<file path="config.mk">
export PLATFORM = sky130hd
export DESIGN_NAME = sleep_wake_watchdog
export DESIGN_NICKNAME = d
export VERILOG_FILES = /design/src/hdl/sleep_wake_pkg.sv /design/src/hdl/sleep_wake_watchdog.sv
export VERILOG_INCLUDE_DIRS = /design/src /design/src/hdl
export SDC_FILE = /design/constraint.sdc
export NUM_CORES = 1
export LEC_CHECK = 0
export BUFFER_PORTS_ARGS = -buffer_cell sky130_fd_sc_hd__buf_2
export CAP_MARGIN = 20
export CORE_ASPECT_RATIO = 0.75
export CORE_MARGIN = 2
export CORE_UTILIZATION = 33
export DETAILED_ROUTE_END_ITERATION = 10
export HOLD_SLACK_MARGIN = 0.15
export SYNTH_ARGS = -nofsm -noshare
export SYNTH_HDL_FRONTEND = slang
export SYNTH_SLANG_ARGS = --single-unit
</file>
<file path="constraint.sdc">
create_clock -name mclk_i -period 2.2 [get_ports mclk_i]
set_input_delay 0.22 -clock mclk_i [delete_from_list [all_inputs] [get_ports mclk_i]]
set_output_delay 0.22 -clock mclk_i [all_outputs]
set_load 0.005 [all_outputs]
</file>
<file path="src/hdl/sleep_wake_consts.svh">
// constants for the sleep, wake and watchdog block
`ifndef SLEEP_WAKE_CONSTS_SVH
`define SLEEP_WAKE_CONSTS_SVH

// register port offsets
`define SWW_ADDR_STATUS  2'h0
`define SWW_ADDR_CAUSE   2'h1
`define SWW_ADDR_COUNT   2'h2

// status register field positions
`define SWW_ST_PDF       0
`define SWW_ST_TO        1

// reset values
`define SWW_RDATA_RST    8'h00
`define SWW_CAUSE_RST    4'h0

// wake delay in system clock periods
`define SWW_WAKE_CYC     1024
// system clock divider for the watchdog
`define SWW_SYSTEM_CLOCK_FREQ_DIV     4
// main clock period
`define SWW_CLK_NS       5
// private watchdog oscillator period
`define SWW_DOG_OSC_NS   65000
`define SWW_DOG_OSC_CYC  (`SWW_DOG_OSC_NS / `SWW_CLK_NS)
// width of the watchdog ripple counter
`define SWW_DIV_BITS     15

`endif

</file>
<file path="src/hdl/sleep_wake_pkg.sv">
// types shared by the sleep, wake and watchdog block
package sleep_wake_pkg;

    // power state, gray along run, sleep, wake
    typedef enum logic [1:0] {
        ST_RUN   = 2'h0,
        ST_SLEEP = 2'h1,
        ST_WAKE  = 2'h3
    } pwr_state_t;

    // last half clear seen in pair mode
    typedef enum logic [1:0] {
        HALF_NONE   = 2'h0,
        HALF_FIRST  = 2'h1,
        HALF_SECOND = 2'h2
    } clr_half_t;

    // watchdog clear strobes from the core
    typedef struct packed {
        logic dog_clear_single;
        logic dog_clear_first_half;
        logic dog_clear_second_half;
    } dog_cmd_t;

    // wake source bits
    typedef struct packed {
        logic dog;
        logic irq;
        logic porta;
        logic ext;
    } wake_cause_t;

endpackage

</file>
<file path="src/hdl/sleep_wake_watchdog.sv">
// power-down, wake sequencing and watchdog supervision
//
// Strobed register access and the register addresses were left to the implementer.
`timescale 1ns/10ps
`include "sleep_wake_consts.svh"

module sleep_wake_watchdog #(
    parameter bit          DOG_ENABLE  = 1'b1,
    parameter bit          DOG_SRC_OSC = 1'b1,
    parameter bit          DOG_PAIR    = 1'b0,
    parameter int          PORTA_W     = 8,
    parameter logic [7:0]  WAKE_MASK   = 8'hFF,
    parameter int          IRQ_W       = 4,
    parameter int          DOG_OSC_CYC = `SWW_DOG_OSC_CYC
) (
    // clock, reset, enable
    input  wire logic                       mclk_i,
    input  wire logic                       rstn_i,
    input  wire logic                       ce_i,
    // core instruction strobes
    input  wire logic                       sleep_exec_i,
    input  wire sleep_wake_pkg::dog_cmd_t   dog_cmd_i,
    // core interrupt state
    input  wire logic [IRQ_W-1:0]           irq_req_i,
    input  wire logic [IRQ_W-1:0]           irq_en_i,
    input  wire logic                       stack_full_i,
    // pins
    input  wire logic                       board_level_init_pin_n_i,
    input  wire logic [PORTA_W-1:0]         porta_i,
    // register port
    input  wire logic [1:0]                 addr_i,
    input  wire logic [7:0]                 wdata_i,
    input  wire logic                       wr_i,
    input  wire logic                       rd_i,
    output logic      [7:0]                 rdata_o,
    // control toward the core
    output logic                            osc_run_o,
    output logic                            halt_o,
    output logic                            sys_reset_o,
    output logic                            pc_sp_reset_o,
    output logic                            vector_irq_o,
    // status flags
    output logic                            power_down_flag_o,
    output logic                            watchdog_expiry_flag_o
);

    ////////////////////////////////////////////////////////////////////////
    // elaboration checks and derived constants
    localparam int OSC_W = $clog2(DOG_OSC_CYC + 1);  // a count of one ticks every clock
    localparam int DIV_W = `SWW_DIV_BITS;
    localparam logic [10:0] WAKE_LAST = 11'(`SWW_WAKE_CYC - 1);
    localparam logic [1:0]  PRE_LAST  = 2'(`SWW_SYSTEM_CLOCK_FREQ_DIV - 1);
    localparam logic [OSC_W-1:0] OSC_LAST = OSC_W'(DOG_OSC_CYC - 1);

    // port mask and counters must fit the logic
    if (PORTA_W < 1 || PORTA_W > 8 || IRQ_W < 1 || DOG_OSC_CYC < 1) begin : g_bad_par
        $error("PORTA_W, IRQ_W or DOG_OSC_CYC out of range");
    end

    ////////////////////////////////////////////////////////////////////////
    // state
    sleep_wake_pkg::pwr_state_t  state_r, state_nxt;    // power state
    sleep_wake_pkg::clr_half_t   half_r, half_nxt;      // pair mode history
    sleep_wake_pkg::wake_cause_t cause_r;               // sticky wake causes
    sleep_wake_pkg::wake_cause_t wake_nxt;              // causes this cycle
    logic [PORTA_W-1:0] pa_s1_r, pa_s2_r, pa_s3_r;      // port sync 1, 2, edge history
    logic               rp_s1_r, rp_s2_r;               // reset pin sync 1, 2
    logic [OSC_W-1:0]   osc_cnt_r;            // private oscillator
    logic [1:0]         pre_r;                // system_clock_freq/4 prescaler
    logic [DIV_W-1:0]   div_r;                // 15-bit stage
    logic               last_r;               // clearable last stage
    logic [10:0]        dly_r;                // wake delay counter
    logic [IRQ_W-1:0]   irq_mask_r, irq_woke_r;         // pending at sleep, irq that woke us
    logic               wake_ext_r, wake_dog_r;         // woken by reset pin, by overflow
    logic               vec_pend_r;                     // vector next cycle
    logic               pdf_r, to_r;                    // status flags
    logic [7:0]         rdata_r;                        // read data
    logic               osc_run_r, halt_r, sys_reset_r, pc_sp_r, vector_r; // output flops

    ////////////////////////////////////////////////////////////////////////
    // decode
    wire run_st   = (state_r == sleep_wake_pkg::ST_RUN);
    wire sleep_st = (state_r == sleep_wake_pkg::ST_SLEEP);
    wire wake_st  = (state_r == sleep_wake_pkg::ST_WAKE);
    wire pin_low  = ~rp_s2_r;
    // sleep taken only from run and only by the strobe
    wire sleep_take = ce_i & run_st & sleep_exec_i & ~pin_low;
    // clear strobes are no-ops when the dog is disabled
    wire cmd_ok     = ce_i & run_st & DOG_ENABLE;
    wire single_hit = cmd_ok & ~DOG_PAIR & dog_cmd_i.dog_clear_single;
    wire first_hit  = cmd_ok & DOG_PAIR & dog_cmd_i.dog_clear_first_half;
    wire second_hit = cmd_ok & DOG_PAIR & dog_cmd_i.dog_clear_second_half;
    // only the opposite half completes a clear
    wire pair_done  = (first_hit & (half_r == sleep_wake_pkg::HALF_SECOND))
                    | (second_hit & (half_r == sleep_wake_pkg::HALF_FIRST));
    wire dog_clr_cmd = single_hit | pair_done;
    // sleep and clear instructions clear the last stage
    wire stage_clr  = sleep_take | dog_clr_cmd;

    // private oscillator tick, one per nominal period
    wire osc_tick = (osc_cnt_r == OSC_LAST);
    // system_clock_freq/4 tick stops while the system oscillator is off
    wire pre_tick = (pre_r == PRE_LAST) & ~sleep_st;
    wire src_tick = DOG_SRC_OSC ? osc_tick : pre_tick;
    wire dog_tick = ce_i & DOG_ENABLE & src_tick;
    wire carry    = &div_r;
    // overflow of the last stage
    wire expire   = dog_tick & carry & last_r & ~pin_low;

    // wake event detection
    wire [PORTA_W-1:0] pa_fall = pa_s3_r & ~pa_s2_r & WAKE_MASK[PORTA_W-1:0];
    wire [IRQ_W-1:0]   irq_new = irq_req_i & ~irq_mask_r;
    wire wake_any = pin_low | (|pa_fall) | (|irq_new) | expire;
    wire wake_end = ce_i & wake_st & (dly_r == WAKE_LAST);
    // vector only if the waking irq is enabled and stack has room
    wire irq_ok   = (|(irq_woke_r & irq_en_i)) & ~stack_full_i;

    // register port selects
    wire sel_status = (addr_i == `SWW_ADDR_STATUS);
    wire sel_cause  = (addr_i == `SWW_ADDR_CAUSE);
    wire sel_count  = (addr_i == `SWW_ADDR_COUNT);
    wire cause_wr   = ce_i & wr_i & sel_cause;
    wire [7:0] rd_val = sel_status ? {4'h0, state_r, to_r, pdf_r}
                      : sel_cause  ? {4'h0, cause_r}
                      : sel_count  ? div_r[DIV_W-1:DIV_W-8]
                      : 8'h00;

    ////////////////////////////////////////////////////////////////////////
    // next state and wake cause
    always_comb begin
        state_nxt = state_r;
        wake_nxt  = '0;
        case (state_r)
            sleep_wake_pkg::ST_RUN: begin
                if (sleep_take) begin
                    state_nxt = sleep_wake_pkg::ST_SLEEP;
                end
            end
            sleep_wake_pkg::ST_SLEEP: begin
                if (ce_i && wake_any) begin
                    state_nxt = sleep_wake_pkg::ST_WAKE;
                    wake_nxt  = {expire, |irq_new, |pa_fall, pin_low};
                end
            end
            sleep_wake_pkg::ST_WAKE: begin
                // core stays stalled until terminal count
                if (wake_end) begin
                    state_nxt = sleep_wake_pkg::ST_RUN;
                end
            end
            default: begin
                state_nxt = sleep_wake_pkg::ST_RUN;
            end
        endcase
    end

    // pair mode history
    always_comb begin
        half_nxt = half_r;
        if (pair_done) begin
            half_nxt = sleep_wake_pkg::HALF_NONE;
        end else if (first_hit) begin
            half_nxt = sleep_wake_pkg::HALF_FIRST;
        end else if (second_hit) begin
            half_nxt = sleep_wake_pkg::HALF_SECOND;
        end
    end

    ////////////////////////////////////////////////////////////////////////
    // pin synchronisers, idle high so no false edge after reset
    always_ff @(posedge mclk_i) begin
        if (!rstn_i) begin
            {pa_s1_r, pa_s2_r, pa_s3_r} <= '1;
            {rp_s1_r, rp_s2_r}          <= 2'h3;
        end else if (ce_i) begin
            {pa_s3_r, pa_s2_r, pa_s1_r} <= {pa_s2_r, pa_s1_r, porta_i};
            {rp_s2_r, rp_s1_r}          <= {rp_s1_r, board_level_init_pin_n_i};
        end
    end

    ////////////////////////////////////////////////////////////////////////
    // watchdog clock sources
    always_ff @(posedge mclk_i) begin
        if (!rstn_i) begin
            osc_cnt_r <= '0;
            pre_r     <= 2'h0;
        end else if (ce_i) begin
            // private oscillator runs in every state
            osc_cnt_r <= osc_tick ? '0 : osc_cnt_r + 1'b1;
            // system_clock_freq/4 frozen with the system clock
            if (!sleep_st) begin
                pre_r <= pre_r + 2'h1;
            end
        end
    end

    ////////////////////////////////////////////////////////////////////////
    // watchdog divider chain
    always_ff @(posedge mclk_i) begin
        if (!rstn_i) begin
            div_r  <= '0;
            last_r <= 1'b0;
        end else if (ce_i) begin
            if (pin_low || !DOG_ENABLE) begin
                // low pin clears the whole count
                div_r  <= '0;
                last_r <= 1'b0;
            end else begin
                if (dog_tick) begin
                    div_r <= div_r + 1'b1;
                end
                if (stage_clr) begin
                    last_r <= 1'b0;
                end else if (dog_tick && carry) begin
                    last_r <= ~last_r;
                end
            end
        end
    end

    ////////////////////////////////////////////////////////////////////////
    // power sequencing
    always_ff @(posedge mclk_i) begin
        if (!rstn_i) begin
            state_r    <= sleep_wake_pkg::ST_RUN;
            half_r     <= sleep_wake_pkg::HALF_NONE;
            dly_r      <= 11'h000;
            {irq_mask_r, irq_woke_r} <= '0;
            {wake_ext_r, wake_dog_r} <= 2'h0;
        end else if (ce_i) begin
            state_r <= state_nxt;
            half_r  <= half_nxt;
            if (sleep_take) begin
                // requests pending now cannot wake us
                irq_mask_r <= irq_req_i;
            end
            if (sleep_st) begin
                dly_r      <= 11'h000;
                irq_woke_r <= irq_new;
                wake_ext_r <= pin_low;
                wake_dog_r <= expire;
            end else if (wake_st) begin
                // delay runs on the restarted clock
                dly_r <= dly_r + 11'h001;
                if (pin_low) begin
                    wake_ext_r <= 1'b1;
                end
            end
        end
    end

    ////////////////////////////////////////////////////////////////////////
    // status flags, set wins over clear
    always_ff @(posedge mclk_i) begin
        if (!rstn_i) begin
            {pdf_r, to_r} <= 2'h0;
            cause_r <= `SWW_CAUSE_RST;
        end else if (ce_i) begin
            if (sleep_take) begin
                pdf_r <= 1'b1;
            end else if (dog_clr_cmd) begin
                pdf_r <= 1'b0;
            end
            if (expire) begin
                to_r <= 1'b1;
            end else if (sleep_take) begin
                to_r <= 1'b0;
            end
            cause_r <= wake_nxt | (cause_r & ~(cause_wr ? wdata_i[3:0] : 4'h0));
        end
    end

    ////////////////////////////////////////////////////////////////////////
    // registered outputs
    always_ff @(posedge mclk_i) begin
        if (!rstn_i) begin
            rdata_r     <= `SWW_RDATA_RST;
            osc_run_r   <= 1'b1;
            {halt_r, sys_reset_r, pc_sp_r, vec_pend_r, vector_r} <= 5'h00;
        end else if (ce_i) begin
            rdata_r   <= rd_i ? rd_val : 8'h00;
            // oscillator off only in sleep
            osc_run_r <= (state_nxt != sleep_wake_pkg::ST_SLEEP);
            // core and ports frozen while not running
            halt_r    <= (state_nxt != sleep_wake_pkg::ST_RUN);
            // full reset from pin, or overflow in run
            sys_reset_r <= pin_low | (run_st & expire)
                         | (wake_st & wake_ext_r);
            // overflow wake resets only pc and sp
            pc_sp_r    <= wake_end & wake_dog_r & ~wake_ext_r;
            // otherwise resume at next instruction
            vec_pend_r <= wake_end & ~wake_ext_r & ~wake_dog_r & irq_ok;
            vector_r   <= vec_pend_r;
        end
    end

    assign rdata_o                = rdata_r;
    assign osc_run_o              = osc_run_r;
    assign halt_o                 = halt_r;
    assign sys_reset_o            = sys_reset_r;
    assign pc_sp_reset_o          = pc_sp_r;
    assign vector_irq_o           = vector_r;
    assign power_down_flag_o      = pdf_r;
    assign watchdog_expiry_flag_o = to_r;
endmodule // sleep_wake_watchdog

</file>
==> results of run 1 <==
## power groups by stage
| stage | clock network, uW | logic, uW | registers [uW] |
|---|---|---|---|
| after detailed placement | 0 | 269 | 1920 |
| final | 1490 | 284 | 1880 |
| after CTS | 1530 | 286 | 1880 |
| after global placement | 0 | 262 | 1910 |
| after global routing | 1610 | 315 | 1880 |
| after floorplan | 0 | 183 | 1900 |
## flip-flops by register name, summed over array words and instances (netlist names), 2 cells and up
name        count
dly_r          11
div_r          15
pa_s2_r         8
state_r         2
cause_r         4
irq_woke_r      4
rdata_o         8
irq_mask_r      4
osc_cnt_r      14
pa_s1_r         8
pa_s3_r         8
## critical path, delay by kind of cell, from the launching register on
family	cells	cell delay, ns
buffers and inverters	1	0.17
xor gates and xnor gates	1	0.16
DFF	1	0.31
AOI/OAI and AO/OA	1	0.34
and+or+nand+nor	3	1.13
## synthesized netlist by cell type (3+ instances only)
| cell | instances | share of area [%] |
|---|---|---|
| a2111oi_2 | 3 | 1.0 |
| a21boi_1 | 9 | 1.5 |
| a21oi_1 | 10 | 1.1 |
| a221oi_1 | 4 | 0.80 |
| a22oi_1 | 10 | 1.7 |
| and2_1 | 5 | 0.71 |
| and3_1 | 4 | 0.57 |
| and4_1 | 3 | 0.60 |
| buf_1 | 5 | 0.43 |
| clkbuf_1 | 19 | 1.6 |
| dfxtp_1 | 99 | 45 |
| ha_1 | 3 | 0.86 |
| inv_1 | 16 | 1.4 |
| mux2i_1 | 31 | 7.1 |
| nand2_1 | 79 | 6.8 |
| nand3_1 | 20 | 2.3 |
| nand4_1 | 11 | 1.6 |
| nand4b_1 | 3 | 0.60 |
| nor2_1 | 30 | 2.6 |
| nor2b_1 | 30 | 4.3 |
| nor3_1 | 16 | 1.8 |
| nor3b_1 | 3 | 0.51 |
| nor4_1 | 5 | 0.71 |
| o211ai_1 | 9 | 1.5 |
| o21ai_0 | 6 | 0.68 |
| o21ai_1 | 6 | 0.68 |
| o22ai_1 | 5 | 0.71 |
| or3_1 | 5 | 0.71 |
| or4_1 | 4 | 0.68 |
| xnor2_1 | 16 | 3.2 |
| xor2_1 | 6 | 1.2 |
## cells by family (layout without fill, tap and decap cells)
family | Yosys count | after routing | share of synthesized area (%)
simple gates | 226 | 226 | 26.1
fa+ha+maj | 3 | 3 | 0.855
buf+inv | 43 | 106 | 3.90
flops | 99 | 99 | 45.1
xor+xnor | 22 | 22 | 4.39
mux | 31 | 31 | 7.07
compound gates | 77 | 77 | 12.5
## layer usage
| metal | wire length (um) | part of all wire (%) | global-route usage, % | up-vias |
|---|---|---|---|---|
| met3 | 558 | 5.5 | 3.95 | 11 |
| met4 | 107 | 1.0 | 2.95 | 0 |
| met5 | 0 | 0 | 0 | - |
| li1 | - | - | - | 1884 |
| met2 | 4440 | 43 | 22.4 | 75 |
| met1 | 5100 | 50 | 20.9 | 1683 |
## worst paths after layout
check / startpoint / end / slack [ns] / depth (start not counted)
worst max-delay path: osc_cnt_r[11] / div_r[11] / -0.03 / 6
worst min-delay path: irq_req_i[1] / irq_mask_r[1] / 0.16 / 3
worst max register to register: osc_cnt_r[11] / div_r[11] / -0.03 / 6
worst min register to register: vec_pend_r / vec_pend_r / 0.45 / 2
## cell type report
class / count / share of cell area [%]
inverter: 16 / 1.11
clock buffer: 13 / 4.83
tap: 171 / 3.97
clock inverter: 3 / 0.418
multi-input combinational: 359 / 43.2
timing repair buffer: 74 / 9.66
sequential: 99 / 36.8
## stage by stage
step | cell area, um2 | total power, uW | hold slack, ns
floorplan | 4420 | 2080 | 0.348
CTS | 5350 | 3690 | 0.155
detailed placement | 4910 | 2190 | 0.438
global placement | 4910 | 2180 | 0.432
global route | 5390 | 3810 | 0.180
finish | 5390 | 3650 | 0.165
## what timing repair did
action,in CTS,in global routing
hold endpoints to repair,11,0
hold buffers,11,0
setup buffers,0,0
pin swaps,2,15
endpoints found under the setup margin,10,11
gates resized for setup,5,8
==> impl_metrics.json, run 1 <==
{
  "path_cells": "or4b_4 > or4_4 > buf_12 > a2111oi_4 > xnor2_1 > nor2_1",
  "rsz0062_at_grt": "true",
  "grt_max_degree": 65,
  "clock_sinks": 99,
  "cts_tree": "yes",
  "dp_slack_ns": -0.102,
  "p_leak_uw": 0.00213,
  "antenna_cells": 0,
  "grt.total_usage_pct": 14.7,
  "critPathSlowestCell": "or4_4",
  "grt_pass1_wl_um": 16900,
  "finalNetCount": 599,
  "synth_flop_cell": "dfxtp_1",
  "vias": 3653,
  "syn_inst": 501,
  "switching_share_pct": 23.2,
  "area_delta_synth_final_pct": 22.7,
  "syn_area_per_cell_um2": 8.76,
  "htree_levels": 3,
  "cp-end-kind": "flip-flop",
  "tns_ns": -0.126,
  "cp_slowest_stage_delay_ns": 0.56,
  "core-area_um2": 13000,
  "syn_nets": 541,
  "cp.arrival_ns": 2.45,
  "p_int_uw": 2800,
  "setup_ws_ns": -0.0347,
  "slew_headroom_pct": 54.5,
  "antenna_found_initial": 0,
  "root_buffer": "clkbuf_16",
  "mostFrequentLayoutCells": "dfxtp_1 (98), nand2_1 (79), buf_2 (45), mux2i_1 (31)",
  "synth_cell_type_count": 51,
  "placedCellCount": 708,
  "mappedNetlistArea_um2": 4390,
  "ys_warn_count": 0,
  "drtIter0Drc": 231,
  "fmax_ghz": 0.447,
  "ys_ff_latch": 99,
  "drv_slew": 0,
  "start_util_pct": 33.8,
  "routabilityCongestion": 0.851,
  "tightest_slew_ns": 0.682,
  "drcViolationCount": 0,
  "cts_made_buffers": 9,
  "critical_path_class": "reg2reg",
  "failed_checks": "setup timing",
  "clkTransAtPathRegs_ns": 0.06,
  "routed_wl_um": 10200,
  "final_util_pct": 41.5,
  "synth-edff-count": 0,
  "finalClockSkew_ns": 0.00894,
  "nFillCells": 1305,
  "place_hpwl_um": 7200,
  "antenna_left": 0,
  "core.rowCount": 36,
  "clock_latency_ns": 0.34,
  "wire_per_inst_um": 13.9,
  "cts_buffer_depth": 2,
  "period_share_pct": 102,
  "status": "finished with violations",
  "fp.dieArea_um2": 14300,
  "p_comb_share_pct": 7.8,
  "async_flop_share_pct": 0,
  "finalCriticalPeriod_ns": 2.23,
  "regArea_um2": 1980,
  "io_buffers": 45,
  "finalSetupViolCount": 7,
  "cap_viol_max_count": 0,
  "hold_violations": 0,
  "ios": 52,
  "multi_input_area_um2": 2330,
  "pwr-share-clk_pct": 40.7,
  "critPathMaxFanout": 7,
  "fin_cells": 735,
  "die_w_um": 137,
  "grt_pass1_vias": 3415,
  "drive_gt1_share_pct": 16.0,
  "dr.pass1.iters": 4,
  "p_per_area_nw_per_um2": 676,
  "vias_per_cell": 4.97,
  "seqPwrFrac_pct": 51.5,
  "critical_path_required_ns": 2.41,
  "die_h_um": 104,
  "layout_commonest_cell": "dfxtp_1",
  "startpoint_type": "flip-flop",
  "hp-class": "in2reg",
  "grt_overflow_total": 0,
  "p_switching_uw": 844,
  "peakVddDrop_uv": 494,
  "ys_seq_area_share_pct": 45.1
}
No activity file was read; power rests on OpenSTA's default activity.
==> run 2: changes to the inputs <==
Settings changed: GPL_TIMING_DRIVEN set to 0, TNS_END_PERCENT set to 30.
==> impl_metrics.json, run 2 (synthesis results as in run 1) <==
{
  "status": "finished with violations",
  "failed_checks": "setup timing",
  "fmax_ghz": 0.438,
  "switching_share_pct": 22.9,
  "drv_slew": 0,
  "cts_made_buffers": 9,
  "fp.dieArea_um2": 14300,
  "htree_levels": 3,
  "largest_reg_flops": 15,
  "critPathMaxFanout": 7,
  "die_h_um": 104,
  "antenna_left": 0,
  "setup_ws_ns": -0.0836,
  "p_per_area_nw_per_um2": 690,
  "critical_path_required_ns": 2.42,
  "r2r_setup_slack_ns": -0.08,
  "dp_slack_ns": -0.129,
  "clkTransAtPathRegs_ns": 0.06,
  "p_leak_uw": 0.00208,
  "top_regs": "div_r (15), osc_cnt_r (14), dly_r (11)",
  "grt_pass1_wl_um": 18300,
  "critPathSlowestCell": "or4_4",
  "finalSetupViolCount": 7,
  "antenna_cells": 0,
  "clock_latency_ns": 0.34,
  "dr.pass1.iters": 4,
  "start_util_pct": 33.8,
  "cp_slowest_stage_delay_ns": 0.66,
  "drtIter0Drc": 241,
  "die_w_um": 137,
  "routed_wl_um": 11200,
  "hp-class": "in2reg",
  "core.rowCount": 36,
  "drcViolationCount": 0,
  "total_power_uw": 3710,
  "p_comb_share_pct": 8.0,
  "path_cells": "or4b_4 > or4_4 > buf_8 > buf_6 > buf_4 > o21ai_2 > a21oi_1",
  "finalCriticalPeriod_ns": 2.28,
  "grt_pass1_vias": 3667,
  "vias_per_cell": 5.14,
  "place_hpwl_um": 7900,
  "slew_headroom_pct": 36.8,
  "finalClockSkew_ns": 0.00793,
  "io_buffers": 42,
  "grt_max_degree": 15,
  "wire_per_inst_um": 15.0,
  "startpoint_type": "flip-flop",
  "ios": 52,
  "cts_tree": "yes",
  "period_share_pct": 104,
  "grt.total_usage_pct": 16.1,
  "cp.arrival_ns": 2.51,
  "mostFrequentLayoutCells": "dfxtp_1 (96), nand2_1 (78), buf_2 (42), mux2i_1 (31)",
  "pwr-share-clk_pct": 41.7,
  "hold_violations": 0,
  "critical_path_class": "reg2reg",
  "cp-end-kind": "flip-flop",
  "cp_num_buf_inv": 3,
  "antenna_found_initial": 0,
  "rsz0062_at_grt": "true",
  "core-area_um2": 13000,
  "area_delta_synth_final_pct": 22.3,
  "peakVddDrop_uv": 381,
  "layout_commonest_cell": "dfxtp_1",
  "regMostFlops": "div_r",
  "p_int_uw": 2860,
  "vias": 3820,
  "cts_buffer_depth": 2,
  "cp_top_family": "simple AND/OR/NAND/NOR gates",
  "final_util_pct": 41.4,
  "tightest_slew_ns": 0.941,
  "grt_overflow_total": 0,
  "root_buffer": "clkbuf_16",
  "drive_gt1_share_pct": 14.2,
  "routabilityCongestion": 0.844,
  "p_switching_uw": 849,
  "cap_viol_max_count": 0,
  "seqPwrFrac_pct": 50.3,
  "clock_sinks": 99,
  "finalNetCount": 609
}
## run 2: power groups by stage
stage | sequential (uW) | combinational [uW] | clock [uW]
4_1_cts | 1870 | 296 | 1590
2_1_floorplan | 1900 | 183 | 0
6_report | 1870 | 297 | 1550
3_3_place_gp | 1910 | 270 | 0
3_5_place_dp | 1910 | 278 | 0
5_1_grt | 1870 | 332 | 1660
## run 2: metrics by stage
step | hold WS [ns] | setup TNS, ns | std cells | cell area [um2]
floorplan | 0.348 | 0 | 501 | 4420
global placement | 0.435 | -1.61 | 714 | 4840
detailed placement | 0.435 | -1.98 | 714 | 4840
CTS | 0.156 | -0.952 | 739 | 5240
global route | 0.177 | -1.06 | 743 | 5370
finish | 0.169 | -0.305 | 743 | 5370
## run 2: final cells by class
cell class | count | area [um2]
plain buffers | 26 | 116
clock inverters | 3 | 40.0
inverters | 16 | 60.1
multi-input cells | 359 | 2350
flip-flops and latches | 99 | 1990
repair buffers | 58 | 364
clock buffers | 11 | 243
well taps | 171 | 214
fillers | 1295 | 7600
## run 2: what timing repair did
item | CTS | global route
gates resized for setup | 3 | 21
buffers inserted | 0 | 4
setup endpoints to repair | 19 | 24
endpoints found under the hold margin | 12 | 0
cloned | 0 | 0
pin swaps | 1 | 13
hold buffers | 12 | 0
## run 2: final timing paths
check | from | endpoint | cells after the start
setup / recovery | osc_cnt_r[10] | div_r[4] | 7
hold / removal | wdata_i[3] | cause_r[3] | 4
setup reg to reg | osc_cnt_r[10] | div_r[4] | 7
hold reg to reg | vec_pend_r | vec_pend_r | 2
## run 2: worst min-delay path, delay by kind of cell
family	cells	cell delay [ns]
AND/OR/NAND/NOR	3	0.16
buffers and inverters	1	0.09
## run 2: routing by layer
metal | wire length (um) | up-vias | global-route usage, %
met5 | 0 | - | 0
met1 | 5530 | 1819 | 22.7
li1 | - | 1889 | -
met4 | 155 | 0 | 4.49
met3 | 571 | 12 | 3.90
met2 | 4900 | 100 | 24.5
